<file path="config.mk">
export PLATFORM = sky130hd
export DESIGN_NAME = flyback_ctrl
export DESIGN_NICKNAME = d
export VERILOG_FILES = /design/src/rtl/flyback_pkg.sv /design/src/rtl/flyback_ctrl.sv /design/src/rtl/opp_timer.sv
export SDC_FILE = /design/constraint.sdc
export NUM_CORES = 1
export LEC_CHECK = 0
export ABC_AREA = 1
export BUFFER_PORTS_ARGS = -buffer_cell sky130_fd_sc_hd__buf_2
export CORE_UTILIZATION = 62
export DETAILED_ROUTE_END_ITERATION = 6
export GPL_TIMING_DRIVEN = 0
export PLACE_DENSITY = 0.8
export SYNTH_ARGS = -nofsm -noshare
export SYNTH_HDL_FRONTEND = slang
export SYNTH_SLANG_ARGS = --single-unit
export TNS_END_PERCENT = 1
</file>
<file path="constraint.sdc">
create_clock -name SYS_CLK -period 3.2 [get_ports SYS_CLK]
set_clock_uncertainty 0.1 [all_clocks]
set_input_delay 0.64 -clock SYS_CLK [delete_from_list [all_inputs] [get_ports SYS_CLK]]
set_output_delay 0.64 -clock SYS_CLK [all_outputs]
set_load 0.005 [all_outputs]
</file>
<file path="src/rtl/flyback_pkg.sv">
// constants, types and helpers shared by the flyback switching controller
// assumes one 20 MHz system clock; all times are converted to cycles here
package flyback_pkg;

   // ****************************************************************
   // clock and conversion helpers
   // ****************************************************************
   localparam int CLK_PERIOD_NS = 50;
   localparam int NS_PER_KHZ    = 1_000_000;   // period in ns = this / f_kHz
   localparam int NS_PER_MS     = 1_000_000;

   // longest times round down, never below one cycle
   function automatic int cyc_floor(input int t_ns);
      return (t_ns / CLK_PERIOD_NS < 1) ? 1 : t_ns / CLK_PERIOD_NS;
   endfunction : cyc_floor

   // least times round up
   function automatic int cyc_ceil(input int t_ns);
      return (t_ns + CLK_PERIOD_NS - 1) / CLK_PERIOD_NS;
   endfunction : cyc_ceil

   // ****************************************************************
   // timing figures
   // ****************************************************************
   localparam int T_LEB_NS       = 325;      // leading-edge blanking
   localparam int T_EARLY_NS     = 1000;     // early over-current window
   localparam int T_SAMPLE_NS    = 2000;     // output-level sample after gate off
   localparam int T_PEAK_PER_NS  = 7700;     // peak-power period
   localparam int T_OSCP_PER_NS  = 28000;    // stretched period
   localparam int F_HIGH_KHZ     = 65;
   localparam int F_MED_KHZ      = 25;
   localparam int F_LOW_KHZ      = 20;       // low-power rate, below medium
   localparam int F_HMAINS_KHZ   = 100;      // peak-rate cap at high mains
   localparam int T_OPP_MS       = 160;      // overpower time-out
   localparam int OPP_CYC_DEF    = T_OPP_MS * (NS_PER_MS / CLK_PERIOD_NS);

   localparam int PER_W = 11;
   typedef logic [PER_W-1:0] per_t;

   localparam per_t LEB_C    = per_t'(cyc_ceil(T_LEB_NS));
   localparam per_t EARLY_C  = per_t'(cyc_floor(T_EARLY_NS));
   localparam per_t SAMPLE_C = per_t'(cyc_floor(T_SAMPLE_NS));
   localparam per_t PEAK_C   = per_t'(cyc_floor(T_PEAK_PER_NS));
   localparam per_t OSCP_C   = per_t'(cyc_floor(T_OSCP_PER_NS));
   localparam per_t HIGH_C   = per_t'(cyc_floor(NS_PER_KHZ / F_HIGH_KHZ));
   localparam per_t MED_C    = per_t'(cyc_floor(NS_PER_KHZ / F_MED_KHZ));
   localparam per_t LOW_C    = per_t'(cyc_floor(NS_PER_KHZ / F_LOW_KHZ));
   localparam per_t HMAINS_C = per_t'(cyc_floor(NS_PER_KHZ / F_HMAINS_KHZ));

   // ****************************************************************
   // burst refresh and peak-current target codes
   // ****************************************************************
   localparam logic [1:0] BURST_PULSES = 2'h2;
   localparam logic [1:0] IPK_LOW      = 2'h0;   // fixed 22 % of maximum
   localparam logic [1:0] IPK_CTRL     = 2'h1;   // follows the control level
   localparam logic [1:0] IPK_BOOST    = 2'h2;   // raised peak-power target

   // ****************************************************************
   // input vector layout and state encodings
   // ****************************************************************
   localparam int IN_OVER_REG  = 0;
   localparam int IN_HALF_OVP  = 1;
   localparam int IN_OPP_LVL   = 2;
   localparam int IN_CTRL_MIN  = 3;
   localparam int IN_GT_1V6    = 4;
   localparam int IN_GT_1V8    = 5;
   localparam int IN_GT_2V15   = 6;
   localparam int IN_GT_3V8    = 7;
   localparam int IN_SUP_LOW   = 8;
   localparam int IN_OTP       = 9;
   localparam int IN_HMAINS    = 10;
   localparam int N_IN         = 11;

   typedef enum logic [3:0] {
      MODE_LOW  = 4'h1,
      MODE_MED  = 4'h2,
      MODE_HIGH = 4'h4,
      MODE_PEAK = 4'h8
   } mode_t;

   typedef enum logic [2:0] {
      ST_IDLE = 3'h1,
      ST_ON   = 3'h2,
      ST_OFF  = 3'h4
   } state_t;

   // period of the next cycle from mode, stretch request and mains level
   function automatic per_t sel_period(input mode_t m, input logic stretch, input logic hmains);
      if (stretch)
         return OSCP_C;
      unique case (m)
         MODE_PEAK: return hmains ? HMAINS_C : PEAK_C;
         MODE_HIGH: return HIGH_C;
         MODE_MED:  return MED_C;
         default:   return LOW_C;
      endcase
   endfunction : sel_period

endpackage : flyback_pkg

</file>
<file path="src/rtl/flyback_ctrl.sv">
// switching control of an off-line flyback: gate timing, power modes, burst refresh,
// short-circuit period stretching and latched shutdowns
// assumes every comparator input is asynchronous and power-on drives RST_B low
//
// How it works
// - gate stays on through blanking, then drops once current passes regulation
// - current over target within 1 us stretches next period to 28 us
// - stretching allowed only while the overpower timer runs
// - stretching also needs sampled output below half the overvoltage level
// - overpower time-out halves while stretching is enabled
// - high power runs at fixed 65 kHz, target follows control
// - peak power raises both frequency and peak-current target
// - medium power switches at 25 kHz
// - low power holds target at 22 % and runs slower than 25 kHz
// - overpower compensation output off at low output power
// - no cycle starts while control level is below minimum, except burst refresh pulses
// - supply dropping below burst threshold while idle gives exactly two pulses
// - 130 kHz only at low mains, capped lower at high mains
// - die overtemperature stops switching and latches until power-off
// - overpower timer runs above 400 mV, 160 ms overload latches off
// - output level sampled 2 us after gate turns off
`timescale 1ns/1ns
`default_nettype none
module flyback_ctrl
   import flyback_pkg::*;
#(
   parameter int OPP_CYC = OPP_CYC_DEF
) (
   input  wire logic       SYS_CLK,
   input  wire logic       RST_B,
   input  wire logic       CURRENT_SENSE_INPUT_OVER_REG,
   input  wire logic       CURRENT_SENSE_INPUT_BELOW_HALF_OVP,
   input  wire logic       SENSE_OVER_OPP,
   input  wire logic       CTRL_ABOVE_MIN,
   input  wire logic       CTRL_GT_1V6,
   input  wire logic       CTRL_GT_1V8,
   input  wire logic       CTRL_GT_2V15,
   input  wire logic       CTRL_GT_3V8,
   input  wire logic       BELOW_BURST_SUPPLY_THRESHOLD,
   input  wire logic       DIE_OVERTEMP,
   input  wire logic       HIGH_MAINS,
   output var  logic       GATE_DRV,
   output var  logic       OPC_EN,
   output var  logic [1:0] IPK_SEL,
   output var  logic       LATCH_OFF,
   output var  logic       OSCP_STRETCH
);

   if (OPP_CYC < 4) begin : g_chk
      $error("OPP_CYC too small");
   end

   // ****************************************************************
   // input synchronisers
   // ****************************************************************
   logic [N_IN-1:0] raw;
   logic [N_IN-1:0] meta_q;
   logic [N_IN-1:0] in_s;

   assign raw = {HIGH_MAINS, DIE_OVERTEMP, BELOW_BURST_SUPPLY_THRESHOLD, CTRL_GT_3V8,
                 CTRL_GT_2V15, CTRL_GT_1V8, CTRL_GT_1V6, CTRL_ABOVE_MIN, SENSE_OVER_OPP,
                 CURRENT_SENSE_INPUT_BELOW_HALF_OVP, CURRENT_SENSE_INPUT_OVER_REG};

   // two flops each; costs 100 ns of current-trip latency
   always_ff @(posedge SYS_CLK or negedge RST_B) begin
      if (!RST_B) begin
         meta_q <= '0;
         in_s   <= '0;
      end else begin
         meta_q <= raw;
         in_s   <= meta_q;
      end
   end

   // ****************************************************************
   // mode selection
   // ****************************************************************
   mode_t      mode_q;
   mode_t      mode_d;
   logic [1:0] ipk_d;
   logic       opc_d;

   // entry and exit points differ so the mode does not chatter at a threshold
   always_comb begin
      mode_d = mode_q;
      unique case (mode_q)
         MODE_LOW:  if (in_s[IN_GT_1V8]) mode_d = MODE_MED;
         MODE_MED:  if (in_s[IN_GT_2V15]) mode_d = MODE_HIGH;
                    else if (!in_s[IN_GT_1V6]) mode_d = MODE_LOW;
         MODE_HIGH: if (in_s[IN_GT_3V8]) mode_d = MODE_PEAK;
                    else if (!in_s[IN_GT_1V8]) mode_d = MODE_MED;
         MODE_PEAK: if (!in_s[IN_GT_2V15]) mode_d = MODE_HIGH;
         default:   mode_d = MODE_LOW;
      endcase
      unique case (mode_q)
         MODE_PEAK: ipk_d = IPK_BOOST;
         MODE_LOW:  ipk_d = IPK_LOW;
         default:   ipk_d = IPK_CTRL;
      endcase
      opc_d = (mode_q == MODE_HIGH) || (mode_q == MODE_PEAK);
   end

   always_ff @(posedge SYS_CLK or negedge RST_B) begin
      if (!RST_B) begin
         mode_q  <= MODE_LOW;
         IPK_SEL <= IPK_LOW;
         OPC_EN  <= 1'b0;
      end else begin
         mode_q  <= mode_d;
         IPK_SEL <= ipk_d;
         OPC_EN  <= opc_d;
      end
   end

   // ****************************************************************
   // overpower timer
   // ****************************************************************
   logic vlow_q;
   logic oscp_en;
   logic opp_exp;

   assign oscp_en = in_s[IN_OPP_LVL] && vlow_q;

   opp_timer #(
      .LIMIT (OPP_CYC)
   ) u_opp (
      .clk    (SYS_CLK),
      .rst_b  (RST_B),
      .run    (in_s[IN_OPP_LVL]),
      .half   (oscp_en),
      .expire (opp_exp)
   );

   // ****************************************************************
   // switching cycle sequencer
   // ****************************************************************
   state_t     state_q;
   state_t     state_d;
   per_t       cyc_q;
   per_t       cyc_d;
   per_t       per_q;
   per_t       per_d;
   per_t       on_q;
   per_t       on_d;
   per_t       off_q;
   per_t       off_d;
   logic       gate_d;
   logic       str_d;
   logic       vlow_d;
   logic [1:0] burst_q;
   logic [1:0] burst_d;
   logic       supl_q;
   logic       shut_d;
   logic       start;
   logic       want;

   // shutdown is checked last so it overrides any start in the same cycle
   always_comb begin
      state_d = state_q;
      cyc_d   = (cyc_q == '1) ? cyc_q : cyc_q + 1'b1;
      per_d   = per_q;
      on_d    = on_q;
      off_d   = off_q;
      gate_d  = 1'b0;
      str_d   = OSCP_STRETCH;
      vlow_d  = vlow_q;
      burst_d = burst_q;
      start   = 1'b0;
      shut_d  = LATCH_OFF || in_s[IN_OTP] || opp_exp;
      want    = !LATCH_OFF && (in_s[IN_CTRL_MIN] || burst_q != 2'h0);
      // refresh pulses armed on the falling-supply edge, only while idle
      if (state_q == ST_IDLE && !in_s[IN_CTRL_MIN] && in_s[IN_SUP_LOW] && !supl_q
          && burst_q == 2'h0)
         burst_d = BURST_PULSES;
      unique case (state_q)
         ST_IDLE: start = want;
         ST_ON: begin
            gate_d = 1'b1;
            on_d   = on_q + 1'b1;
            if (on_q >= LEB_C && in_s[IN_OVER_REG]) begin
               gate_d  = 1'b0;
               state_d = ST_OFF;
               off_d   = '0;
               if (oscp_en && on_q < EARLY_C)
                  str_d = 1'b1;
            end else if (cyc_q >= per_q - 1'b1) begin
               gate_d  = 1'b0;                                                   // never past the period
               state_d = ST_OFF;
               off_d   = '0;
            end
         end
         ST_OFF: begin
            off_d = (off_q == '1) ? off_q : off_q + 1'b1;
            if (off_q == SAMPLE_C)
               vlow_d = in_s[IN_HALF_OVP];
            if (cyc_q >= per_q - 1'b1) begin
               if (want)
                  start = 1'b1;
               else
                  state_d = ST_IDLE;
            end
         end
      endcase
      if (start) begin
         state_d = ST_ON;
         gate_d  = 1'b1;
         cyc_d   = '0;
         on_d    = '0;
         per_d   = sel_period(mode_q, OSCP_STRETCH, in_s[IN_HMAINS]);
         str_d   = 1'b0;
         if (!in_s[IN_CTRL_MIN])
            burst_d = burst_q - 1'b1;
      end
      if (shut_d) begin
         state_d = ST_IDLE;
         gate_d  = 1'b0;
      end
   end

   always_ff @(posedge SYS_CLK or negedge RST_B) begin
      if (!RST_B) begin
         state_q      <= ST_IDLE;
         cyc_q        <= '0;
         per_q        <= LOW_C;
         on_q         <= '0;
         off_q        <= '0;
         vlow_q       <= 1'b0;
         burst_q      <= 2'h0;
         supl_q       <= 1'b0;
         GATE_DRV     <= 1'b0;
         OSCP_STRETCH <= 1'b0;
         LATCH_OFF    <= 1'b0;
      end else begin
         state_q      <= state_d;
         cyc_q        <= cyc_d;
         per_q        <= per_d;
         on_q         <= on_d;
         off_q        <= off_d;
         vlow_q       <= vlow_d;
         burst_q      <= burst_d;
         supl_q       <= in_s[IN_SUP_LOW];
         GATE_DRV     <= gate_d;
         OSCP_STRETCH <= str_d;
         LATCH_OFF    <= shut_d;
      end
   end

   // ****************************************************************
   // checks
   // ****************************************************************
   AST_BLANK_MIN: assert property (@(posedge SYS_CLK) disable iff (!RST_B)
      $rose(GATE_DRV) |-> (GATE_DRV || LATCH_OFF)[*7]) else $error("gate shorter than blanking");
   AST_TRIP_OFF: assert property (@(posedge SYS_CLK) disable iff (!RST_B)
      state_q == ST_ON && on_q >= LEB_C && in_s[IN_OVER_REG] |=> !GATE_DRV)
      else $error("gate not cut after blanking");
   AST_STRETCH_PER: assert property (@(posedge SYS_CLK) disable iff (!RST_B)
      start && !shut_d && OSCP_STRETCH |=> per_q == OSCP_C && !OSCP_STRETCH)
      else $error("stretched period wrong");
   AST_STRETCH_CAUSE: assert property (@(posedge SYS_CLK) disable iff (!RST_B)
      $rose(OSCP_STRETCH) |-> $past(in_s[IN_OPP_LVL]) && $past(vlow_q) && $past(on_q) < EARLY_C)
      else $error("stretch without enable");
   AST_HIGH_PER: assert property (@(posedge SYS_CLK) disable iff (!RST_B)
      start && !shut_d && !OSCP_STRETCH && mode_q == MODE_HIGH |=> per_q == HIGH_C)
      else $error("high power period wrong");
   AST_MED_PER: assert property (@(posedge SYS_CLK) disable iff (!RST_B)
      start && !shut_d && !OSCP_STRETCH && mode_q == MODE_MED |=> per_q == MED_C)
      else $error("medium power period wrong");
   AST_HMAINS_CAP: assert property (@(posedge SYS_CLK) disable iff (!RST_B)
      start && !shut_d && !OSCP_STRETCH && mode_q == MODE_PEAK |=>
      per_q == ($past(in_s[IN_HMAINS]) ? HMAINS_C : PEAK_C)) else $error("peak period wrong");
   AST_LOW_TGT: assert property (@(posedge SYS_CLK) disable iff (!RST_B)
      mode_q == MODE_LOW |=> IPK_SEL == IPK_LOW && !OPC_EN) else $error("low power target wrong");
   AST_PEAK_TGT: assert property (@(posedge SYS_CLK) disable iff (!RST_B)
      mode_q == MODE_PEAK |=> IPK_SEL == IPK_BOOST && OPC_EN) else $error("peak target wrong");
   AST_NO_START: assert property (@(posedge SYS_CLK) disable iff (!RST_B)
      state_q == ST_IDLE && !in_s[IN_CTRL_MIN] && burst_q == 2'h0 |=> !GATE_DRV)
      else $error("cycle below minimum control");
   AST_BURST_ARM: assert property (@(posedge SYS_CLK) disable iff (!RST_B)
      state_q == ST_IDLE && !in_s[IN_CTRL_MIN] && in_s[IN_SUP_LOW] && !supl_q && burst_q == 2'h0
      |=> burst_q == BURST_PULSES) else $error("burst not armed");
   AST_LATCHED: assert property (@(posedge SYS_CLK) disable iff (!RST_B)
      LATCH_OFF |=> LATCH_OFF && !GATE_DRV) else $error("latch released");
   AST_OTP_STOP: assert property (@(posedge SYS_CLK) disable iff (!RST_B)
      in_s[IN_OTP] |=> LATCH_OFF && !GATE_DRV) else $error("overtemp did not stop");

   COV_STRETCH: cover property (@(posedge SYS_CLK) disable iff (!RST_B) $rose(OSCP_STRETCH));
   COV_BURST: cover property (@(posedge SYS_CLK) disable iff (!RST_B)
      burst_q == BURST_PULSES ##[1:1000] burst_q == 2'h0);
   COV_PEAK: cover property (@(posedge SYS_CLK) disable iff (!RST_B) mode_q == MODE_PEAK && GATE_DRV);
   COV_OPP: cover property (@(posedge SYS_CLK) disable iff (!RST_B) opp_exp);

endmodule : flyback_ctrl
`default_nettype wire

</file>
<file path="src/rtl/opp_timer.sv">
// overpower timer: counts while the overload level stands, at double rate when asked
// assumes run and half are already synchronous to clk
`timescale 1ns/1ns
`default_nettype none
module opp_timer
   import flyback_pkg::*;
#(
   parameter int LIMIT = OPP_CYC_DEF
) (
   input  wire logic clk,
   input  wire logic rst_b,
   input  wire logic run,
   input  wire logic half,
   output var  logic expire
);
   localparam int CW = $clog2(LIMIT + 2);
   localparam logic [CW-1:0] LIM = CW'(LIMIT);

   if (LIMIT < 4) begin : g_chk
      $error("opp_timer LIMIT too small");
   end

   logic [CW-1:0] cnt_q;
   logic [CW-1:0] cnt_d;
   logic          exp_d;

   // ****************************************************************
   // counter
   // ****************************************************************
   // step of two halves the time-out without a second limit comparator
   always_comb begin
      cnt_d = '0;
      if (run) begin
         if (cnt_q >= LIM)
            cnt_d = cnt_q;                                 // saturate, no wrap
         else
            cnt_d = cnt_q + (half ? CW'(2) : CW'(1));
      end
      exp_d = run && (cnt_q >= LIM);
   end

   always_ff @(posedge clk or negedge rst_b) begin
      if (!rst_b) begin
         cnt_q  <= '0;
         expire <= 1'b0;
      end else begin
         cnt_q  <= cnt_d;
         expire <= exp_d;
      end
   end

   AST_OPP_CLEAR: assert property (@(posedge clk) disable iff (!rst_b)
      !run |=> cnt_q == '0) else $error("timer not cleared");
   AST_OPP_HALF: assert property (@(posedge clk) disable iff (!rst_b)
      run && half && cnt_q < LIM - CW'(2) |=> cnt_q == $past(cnt_q) + CW'(2))
      else $error("half time-out step wrong");

endmodule : opp_timer
`default_nettype wire

</file>
# [Word level (Yosys, flattened, before mapping)]
# Index checks and enable logic that the tools add are counted.
[totals] reg_bits=106 output_inout_bits=6 word_cells=124
[classes] n_lt_le_gt_ge=4 n_addsub=6 eq_ne=21 n_mux=47 n_reduce_logical=28
[op_table] cell="2-to-1 mux 11 bit" count=9
[op_table] cell="2-to-1 mux 22 bit" count=2
[op_table] cell="adder 11 x 1 -> 11 bit (second input constant)" count=3
[op_table] cell="one-hot mux 10 bit (3 select lines)" count=1
[op_table] cell="2-to-1 mux 4 bit" count=6
[op_table] cell="adder 22 bit" count=1
[op_table] cell="== test 11 bit (second input constant)" count=2
[op_table] cell=">= comparator 22 bit (second input constant)" count=1
[op_table] cell="one-hot mux 11 bit (2 select lines)" count=1
[op_table] cell="2-to-1 mux 3 bit" count=6
[op_table] cell="one-hot mux 4 bit (4 select lines)" count=1
[op_table] cell="2-to-1 mux 1 bit" count=13
[op_table] cell="== test 11 x 6 -> 1 bit (second input constant)" count=1
[op_table] cell=">= comparator 11 bit" count=1
[op_table] cell=">= comparator 11 x 3 -> 1 bit (second input constant)" count=1
[op_table] cell="less-than comparator 11 x 5 -> 1 bit (second input constant)" count=1
[op_table] cell="subtractor 11 x 1 -> 11 bit (second input constant)" count=1
[op_table] cell="inequality test 2 bit (second input constant)" count=5
[op_table] cell="nonzero test 2 bit" count=5
[op_table] cell="logical AND 1 bit" count=9
[op_table] cell="inequality test 3 bit (second input constant)" count=3
[op_table] cell="2-to-1 mux 2 bit" count=4
[op_table] cell="inequality test 4 bit (second input constant)" count=2
[op_table] cell="AND reduction 4 bit" count=2
[op_table] cell="other kinds (19)" count=25

# [Depth between registers and ports, before layout]
# Gate-level depths: netlist of run 1.
[logic_depth] depth_word=8 depth_mapped=19

# [Cells and area by module]
# A second synthesis of run 1 with hierarchy kept.
[hier_totals] hier_cells=692 hier_area_um2=5537.8
[by_module_without_submodules] mod="flyback_ctrl" area_per_inst_um2=4021.4 n_inst=1 cells_each=473 seq_area_each_um2=2010.7
[by_module_without_submodules] mod="opp_timer" area_per_inst_um2=1516.5 n_inst=1 cells_each=219 seq_area_each_um2=575.6

# [Worst setup path before layout of run 1]
# OpenSTA, ideal clock, no wires.
[synth_path] kind="register to register" start="register per_q[0]" end="register GATE_DRV" path_slack_ns=0.781 t_arrival_ns=2.236 path_stages_with_launch=18 synth_period_minus_slack_ns=2.419 t_required_ns=3.017 path_cell_list="dfrtp_1 > inv_1 > ha_1 > ha_1 > nand3_1 > xor2_1 > ha_1 > nand2_1 > inv_1 > nand2_1 > nor2_1 > nand2_1 > nand3_1 > nand3_1 > nand2_2 > buf_2 > nand2_1 > o21ai_0"
[synth_between] elab_chain_cells=7 word_cells_on_any_way=9 classes_between="1 x add/sub; 1 x order compare; 7 x mux"
[synth_lines] element="start: declaration" line_no="flyback_ctrl.sv:141" rtl="per_t per_q;"
[synth_lines] element="start signal: assignment" line_no="flyback_ctrl.sv:236" rtl="per_q <= per_d;"
[synth_lines] element="subtractor 11 x 1 -> 11 bit (*)" line_no="flyback_ctrl.sv:186, flyback_ctrl.sv:196"
[synth_lines] element=">= comparator 11 bit (*)" line_no="flyback_ctrl.sv:186, flyback_ctrl.sv:196"
[synth_lines] element="2-to-1 mux 1 bit" line_no="flyback_ctrl.sv:186" rtl="end else if (cyc_q >= per_q - 1'b1) begin"
[synth_lines] element="2-to-1 mux 1 bit" line_no="flyback_ctrl.sv:180" rtl="if (on_q >= LEB_C && in_s[IN_OVER_REG]) begin"
[synth_lines] element="2-to-1 mux 1 bit" line_no="flyback_ctrl.sv:175" rtl="unique case (state_q)"
[synth_lines] element="2-to-1 mux 1 bit (*)" line_no="flyback_ctrl.sv:204" rtl="if (start) begin"
[synth_lines] element="2-to-1 mux 1 bit (*)" line_no="flyback_ctrl.sv:214" rtl="if (shut_d) begin"
[synth_lines] element="named net gate_d" line_no="flyback_ctrl.sv:147" rtl="logic gate_d;"
[synth_lines] element="end signal: assignment" line_no="flyback_ctrl.sv:242" rtl="GATE_DRV <= gate_d;"
[synth_lines] element="end: declaration" line_no="flyback_ctrl.sv:42" rtl="output var logic GATE_DRV,"
# Mark *: on every way through the listed nets, which the timed path passes. The rest lies on a longest branch.
# A chain may end at the register's enable or synchronous reset.

# [Final worst setup path of run 1]
# Ends and elaborated chain as after synthesis.

==> results.cfg, run 1 <==
[sta]
period_needed_ns = 2.89
period_share_pct = 90.5
tns_ns = 0
slew_headroom_pct = 64.9
fmax_ghz = 0.345
setup_ws_ns = 0.305
worst-slew-pin-transition_ns = 0.526
maxSlewViolCount = 0
hold_viol_final = 0
setup_viol = 0
rsz0062_at_grt = no

[finish]
multi_input_area_mm2 = 0.00231
area_growth_pct = 9.09
fin_nets = 714
n_antenna_cell = 0
nFillCells = 662
drive_above_1_share_pct = 9.64
design_area_mm2 = 0.00578
regArea_mm2 = 0.00259
fin_cells = 790

[floorplan]
die_height_um = 94.4
rows = 33
ios = 19
initial_utilization_pct = 64.2
dieArea_mm2 = 0.00892
die_width_um = 94.4
core_mm2 = 0.00826

[global_routing]
grt_util_all_layers_pct = 25.9
grt_use_met2_pct = 43.2
grtUsageMet1_pct = 34.3
first_global_vias = 4152
grt_pass1_wl_mm = 17.9
grt_max_degree = 65
overflow = 0
grtUsageMet3_pct = 4.43
antenna_found_initial = 0
grt_busiest_layer = met2

[logic_synthesis]
synth_fp_nets = 684
synth_ff_type = dfrtp_1
synth_top_area_cell = dfrtp_1
synth_top_area_share_pct = 45.3
synth_area_per_cell_um2 = 8.15
synth-edff-count = 0
yosysWarningCount = 0
async_flop_share_pct = 100
synth_cell_types = 37
synth.most_common_cell = nand2_1
ys_seq_area_share_pct = 48.8
synthTopCellsByCount = nand2_1, dfrtp_1, inv_1, nor2_1, nand3_1
netlist_top_cells_area = dfrtp_1, nand2_1, inv_1, nor2_1, ha_1
syn_area_mm2 = 0.00530
synth-seq-cells = 103
synthCells = 650

[route]
ant_nets = 0
avgViaCountPerCell = 5.50
drc_errors = 0
drtPass1Iterations = 4
drtIter0Drc = 231
via_count = 4342
wl_mm = 10.4
wl_per_cell_um = 13.2

[min_path]
hold_class = input pin to async pin

[job]
max_cap_viol_count = 0

[clock_network]
path_clk_slew_ns = 0.12
cts_hold_buf = 0
cts_tree = yes
clk_latency_ns = 0.38
cts_resized = 0
cts.path.max_buffers = 2
cts-root-buf = clkbuf_8
cts_buffers = 9
postCtsSetupBuffers = 0
clkSinkCount = 103
cts_max_level = 3

[place]
dp.final_hpwl_mm = 7.68
dp.cells = 774
post_dp_cell_area_mm2 = 0.00555
routabilityCongestion = 0.918
io_buffers = 18
place_ws_ns = 0.346

[worst_setup_path]
startpoint_type = flip-flop
worstPathRequired_ns = 3.39
worstPathArrival_ns = 3.08
path_max_fanout = 10
worstSetupPathType = flip-flop to flip-flop
r2r_slack_ns = 0.31
worstSetupEndpointType = flip-flop

[power_and_ir_drop]
peakVddDrop_uv = 382
cellPowerDensity_mw_per_mm2 = 504
leakagePower_nw = 2.86
power_mw = 2.92

[status]
outcome = finished clean
[layout by cell type (no fill, tap or decap), types with 7 or more instances in the layout]
cell type / synthesis / routed
nand2_1: 147 / 147
dfrtp_1: 96 / 96
inv_1: 89 / 89
nor2_1: 70 / 70
nand3_1: 50 / 50
nor3_1: 29 / 29
o21ai_0: 24 / 24
a21oi_1: 23 / 23
buf_2: 6 / 22
ha_1: 20 / 20
xor2_1: 18 / 18
nand4_1: 18 / 18
clkbuf_8: 0 / 9
nor4_1: 7 / 7
dfstp_2: 7 / 7
[path summary, 6_finish.rpt]
| kind | startpoint | end | cells after the start |
|---|---|---|---|
| worst min-delay path | RST_B | cyc_q[5] | 1 |
| worst max register to register | per_q[0] | GATE_DRV | 17 |
| worst max-delay path | per_q[0] | GATE_DRV | 17 |
| max in group asynchronous | RST_B | state_q[0] | 2 |
| min in group SYS_CLK | CTRL_GT_3V8 | meta_q[7] | 1 |
| worst min register to register | meta_q[1] | in_s[1] | 0 |
[flip-flops by register name, summed over array words and instances, names as in the netlist, 2 cells and up]
| name | flops |
|---|---|
| burst_q | 2 |
| cyc_q | 11 |
| u_opp.cnt_q | 22 |
| mode_q | 4 |
| meta_q | 11 |
| per_q | 8 |
| state_q | 3 |
| off_q | 11 |
| on_q | 11 |
| in_s | 11 |
| IPK_SEL | 2 |
[critical path, cell delays in order (launching register included)]
cell and delay (ns):
dfrtp_1 0.38, inv_1 0.12, ha_1 0.19, ha_1 0.19, nand3_1 0.10, xor2_1 0.17, ha_1 0.29, nand2_1 0.05
inv_1 0.05, nand2_1 0.06, nor2_1 0.10, nand2_1 0.06, nand3_1 0.12, nand3_1 0.14, nand2_2 0.21, clkbuf_4 0.26
nand2_1 0.10, o21ai_0 0.12
[per-layer routing]
metal | vias up | share of wire, % | wire, µm
met3 | 14 | 4.3 | 445
met1 | 2068 | 46 | 4740
met4 | 0 | 1.5 | 157
met5 | - | 0 | 0
li1 | 2165 | - | -
met2 | 95 | 49 | 5050
[cells by family after synthesis]
family                   after synthesis  synth area share (%)
AO/OA/AOI/OAI                         62                  6.38
adder cells (fa/ha/maj)               21                  5.10
buffers and inverters                102                  7.65
AND/OR/NAND/NOR                      339                  28.2
XOR/XNOR                              22                  3.64
multiplexers                           1                 0.189
flip-flops                           103                  48.8
[metrics by stage]
step,hold slack [ns],utilization [%]
final,0.120,70.0
after global routing,0.164,70.0
after CTS,0.145,70.0
after detailed placement,0.235,67.2
after global placement,0.231,66.8
after floorplan,0.231,-
[layout make-up]
type | count | area share [%]
Clock inverter | 7 | 1.80
Clock buffer | 9 | 2.14
Sequential cell | 103 | 44.7
Multi-Input combinational cell | 445 | 39.9
Buffer | 11 | 1.15
Tap cell | 105 | 2.27
Inverter | 91 | 5.91
Timing Repair Buffer | 19 | 2.08
[power by group]
group	switching [mW]	internal (mW)
sequential	0.0854	1.42
combinational	0.333	0.206
clock	0.541	0.334
(Power assumes the default switching activity.)
==> inputs of run 2 (changes only) <==
ABC_AREA = not set   (was 1)
==> results.cfg, run 2 <==
[global_routing]
first_global_vias = 3676
grt_pass1_wl_mm = 16.6
antenna_found_initial = 0
grt_util_all_layers_pct = 24.6
overflow = 0
grt_max_degree = 69

[worst_setup_path]
startpoint_type = flip-flop
path_max_fanout = 8
worstPathArrival_ns = 3.35
max_stage_delay_ns = 0.42
worstSetupEndpointType = flip-flop
r2r_cells = 12
worstPathRequired_ns = 3.40
cp_common_cell = buf_4
worstSetupPathType = flip-flop to flip-flop
cp_cell_sequence = buf_4, nor4_1, xnor2_1, ha_1, and3_1, o21ai_0, a21oi_4, o211ai_1, a21oi_2, buf_6, buf_4, a211oi_1
cp_slowest_cell = dfrtp_1

[logic_synthesis]
synth_top_area_share_pct = 46.5
synth_area_per_cell_um2 = 10.6
async_flop_share_pct = 100
synthCells = 486
synth_fp_nets = 520
netlist_top_cells_area = dfrtp_1, ha_1, xor2_1, dfstp_2, nor2_1
ys_seq_area_share_pct = 50.0
synth-edff-count = 0
synthTopCellsByCount = dfrtp_1, nor2_1, nand2_1, xor2_1, ha_1
synth_ff_type = dfrtp_1
syn_area_mm2 = 0.00517
synth.most_common_cell = dfrtp_1
synth_top_area_cell = dfrtp_1
synth-seq-cells = 103
yosysWarningCount = 0
synth_cell_types = 64

[finish]
fin_nets = 562
area_growth_pct = 11.8
n_antenna_cell = 0
drive_above_1_share_pct = 15.8
layout_common_cells = dfrtp_1, nor2_1, nand2_1
top_register = u_opp.cnt_q
largest_reg_flops = 22
nFillCells = 570
layout_commonest_cell = dfrtp_1

[power_and_ir_drop]
cellPowerDensity_mw_per_mm2 = 496
leakagePower_nw = 2.57
peakVddDrop_uv = 365

[sta]
worst-slew-pin-transition_ns = 0.731
maxSlewViolCount = 0
whs_ns = 0.110
period_share_pct = 98.6
fmax_ghz = 0.317
setup_viol = 0
period_needed_ns = 3.15
hold_viol_final = 0
slew_headroom_pct = 50.6
tns_ns = 0

[route]
drtIter0Drc = 229
drc_errors = 0
via_count = 3734
avgViaCountPerCell = 5.88
ant_nets = 0
wl_mm = 10.2
wl_per_cell_um = 16.0
drtPass1Iterations = 4

[place]
io_buffers = 18
dp.final_hpwl_mm = 6.70
routabilityCongestion = 0.791

[floorplan]
rows = 32
initial_utilization_pct = 65.6
core_mm2 = 0.00789
die_width_um = 93.3
die_height_um = 93.3
ios = 19
dieArea_mm2 = 0.00871

[clock_network]
cts_max_level = 3
clkSinkCount = 103
cts.path.max_buffers = 2
cts_buffers = 9
cts_tree = yes
path_clk_slew_ns = 0.10
cts-root-buf = clkbuf_8
clk_latency_ns = 0.38

[min_path]
hold_class = input pin to async pin

[job]
max_cap_viol_count = 0

[status]
outcome = finished clean
-- run 2: cell type report --
cell class	count	area (µm²)	share of cell area, %
buffer	15	86.3	1.49
timing repair buffer	30	200	3.46
clock buffer	10	128	2.21
sequential	103	2590	44.8
multi-input combinational	353	2520	43.6
tap	102	128	2.21
clock inverter	6	70.1	1.21
inverter	16	60.1	1.04
-- run 2: worst paths after layout --
| kind | start | end | slack (ns) |
|---|---|---|---|
| max | per_q[0] | state_q[2] | 0.05 |
| min | RST_B | mode_q[2] | 0.11 |
| max reg2reg | per_q[0] | state_q[2] | 0.05 |
| min reg2reg | meta_q[10] | in_s[10] | 0.24 |
| max in group asynchronous | RST_B | state_q[0] | 2.15 |
| min in group SYS_CLK | meta_q[10] | in_s[10] | 0.24 |
-- run 2: metrics by stage --
stage,cell area [µm²],utilization (%),power [mW],setup slack [ns],std cells
after floorplan,5170,-,1.86,0.0477,486
after global placement,5390,68.3,1.97,-0.306,606
after detailed placement,5420,68.7,2.02,-0.346,607
after CTS,5650,71.7,2.86,-0.0615,625
after global routing,5780,73.3,3.02,-0.147,635
final,5780,73.3,2.87,0.0454,635
-- run 2: per-layer routing --
metal | GRT usage (%) | up-vias | part of all wire, %
li1 | - | 1819 | -
met5 | 0 | - | 0
met4 | 10.3 | 0 | 1.8
met2 | 41.4 | 63 | 49
met1 | 31.1 | 1834 | 45
met3 | 5.12 | 18 | 3.5
-- run 2: report_power, final --
part	switching [mW]	internal (mW)	leakage [nW]
Combinational	0.294	0.229	1.15
Clock	0.464	0.367	0.0944
Sequential	0.100	1.41	1.33
-- run 2: kinds of logic after synthesis --
group / count (synthesis) / share of synthesized area [%]
simple gates: 209 / 23.4
mux: 14 / 2.88
buf+inv: 31 / 2.83
xor+xnor: 37 / 6.27
compound gates: 71 / 9.36
fa+ha+maj: 21 / 5.23
flops: 103 / 50.0
-- run 2: critical path, delay by kind of cell (launching register included) --
family	cells	cell delay [ns]
AOI/OAI and AO/OA	5	1.16
xor gates and xnor gates	1	0.19
adders and majority gates	1	0.26
buffers and inverters	3	0.44
DFF	1	0.42
and+or+nand+nor	2	0.51
-- run 2: timing repair --
item | CTS | global route
buffers inserted | 2 | 8
hold buffers | 0 | 0
resized for setup | 4 | 9
endpoints found under the setup margin | 43 | 42
cloned | 0 | 2
pin swaps | 2 | 4
==> inputs of run 3 (changes only) <==
CORE_ASPECT_RATIO = 0.7   (was not set)
==> results.cfg, run 3 (synthesis gave the netlist of run 2 again) <==
[min_path]
hold_class = flip-flop to flip-flop
min-delay-start = meta_q[6]

[finish]
layout_commonest_cell = dfrtp_1
fin_nets = 560
n_antenna_cell = 0
drive_above_1_share_pct = 15.8
area_growth_pct = 13.5
nFillCells = 559
fin_cells = 632
top_register = u_opp.cnt_q
largest_reg_flops = 22
layout_common_cells = dfrtp_1, nor2_1, nand2_1

[floorplan]
ios = 19
die_width_um = 111
dieArea_mm2 = 0.00872
die_height_um = 78.4
rows = 27
core_mm2 = 0.00797
initial_utilization_pct = 64.9

[worst_setup_path]
startpoint_type = flip-flop
regToRegStartpoint = per_q[4]
path_buf_inv = 2
max_stage_delay_ns = 0.45
path_max_fanout = 4
worstSetupEndpointType = flip-flop
worstPathRequired_ns = 3.37
worstPathArrival_ns = 3.31
worstSetupPathType = flip-flop to flip-flop
cp_cell_sequence = nor3_4, nand2_2, or4_4, ha_4, nand3_4, o31ai_4, buf_4, o41ai_4, buf_4, or4_1, a21oi_2
critPathTopFamily = simple AND/OR/NAND/NOR gates
critPathLaunch = per_q[4]
cp_common_cell = buf_4
cp_slowest_cell = dfrtp_2
r2r_slack_ns = 0.06

[route]
wl_mm = 10.4
via_count = 3748
ant_nets = 0
drtIter0Drc = 362
avgViaCountPerCell = 5.93
drc_errors = 6
drtPass1Iterations = 7
wl_per_cell_um = 16.5

[clock_network]
path_clk_slew_ns = 0.07
clkSinkCount = 103
cts.path.max_buffers = 2
cts_hold_buf = 0
cts_max_level = 3
cts_buffers = 9
cts-root-buf = clkbuf_16
clk_latency_ns = 0.35
cts_tree = yes

[job]
max_cap_viol_count = 0

[sta]
period_needed_ns = 3.14
maxSlewViolCount = 0
setup_viol = 0
period_share_pct = 98.1
slew_headroom_pct = 45.2
rsz0062_at_grt = yes
worst-slew-pin-transition_ns = 0.811
tns_ns = 0
fmax_ghz = 0.319
setup_ws_ns = 0.0607
hold_viol_final = 0

[place]
dp.final_hpwl_mm = 6.89
routabilityCongestion = 0.834
place_ws_ns = -0.406
dp.cells = 606
io_buffers = 18

[global_routing]
grt_util_all_layers_pct = 26.2
grt_max_degree = 60
overflow = 0
grt_pass1_wl_mm = 17.9
antenna_found_initial = 0
first_global_vias = 3705

[power_and_ir_drop]
leakagePower_nw = 2.62
power_mw = 3.15
cellPowerDensity_mw_per_mm2 = 538
peakVddDrop_uv = 318

[status]
violations = DRC
outcome = finished with violations
-- run 3: power breakdown --
group	switching, mW	leakage (nW)	internal, mW
Sequential	0.100	1.33	1.42
Clock	0.475	0.147	0.632
Combinational	0.300	1.15	0.232
Total	0.876	2.62	2.28
-- run 3: timing repair --
| item | in CTS | in global routing |
|---|---|---|
| resized for setup | 6 | 11 |
| setup buffers | 6 | 4 |
| pin swaps | 4 | 3 |
| endpoints found under the setup margin | 44 | 41 |
-- run 3: final cells by class --
cell class | instances | area (µm²) | share of cell area (%)
Tap cell | 101 | 126 | 2.15
Timing Repair Buffer | 29 | 188 | 3.20
Clock inverter | 4 | 52.6 | 0.896
Buffer | 15 | 86.3 | 1.47
Inverter | 16 | 60.1 | 1.02
Clock buffer | 12 | 246 | 4.20
Multi-Input combinational cell | 352 | 2520 | 43.0
Sequential cell | 103 | 2590 | 44.1
-- run 3: worst paths after layout --
kind                       cells past startpoint         to
max                                           11   off_q[6]
min in group asynchronous                      1    in_s[6]
min reg2reg                                    0    in_s[6]
max reg2reg                                   11   off_q[6]
min                                            0    in_s[6]
max in group asynchronous                      2  meta_q[0]
-- run 3: per-layer routing --
layer  track usage [%]  vias to the layer above  part of all wire, %
met5                 0                        -                    0
met4              9.86                        0                  1.1
met3              5.41                       18                  3.7
met2              41.4                       94                   47
met1              36.1                     1827                   48
li1                  -                     1809                    -
-- run 3: per-stage QoR --
stage               util, %  hold WS, ns  cell area (µm²)
floorplan                 -        0.231             5170
global placement       67.6        0.232             5390
detailed placement     67.9        0.236             5410
CTS                    72.6        0.250             5790
global route           73.6        0.253             5870
finish                 73.6        0.249             5870
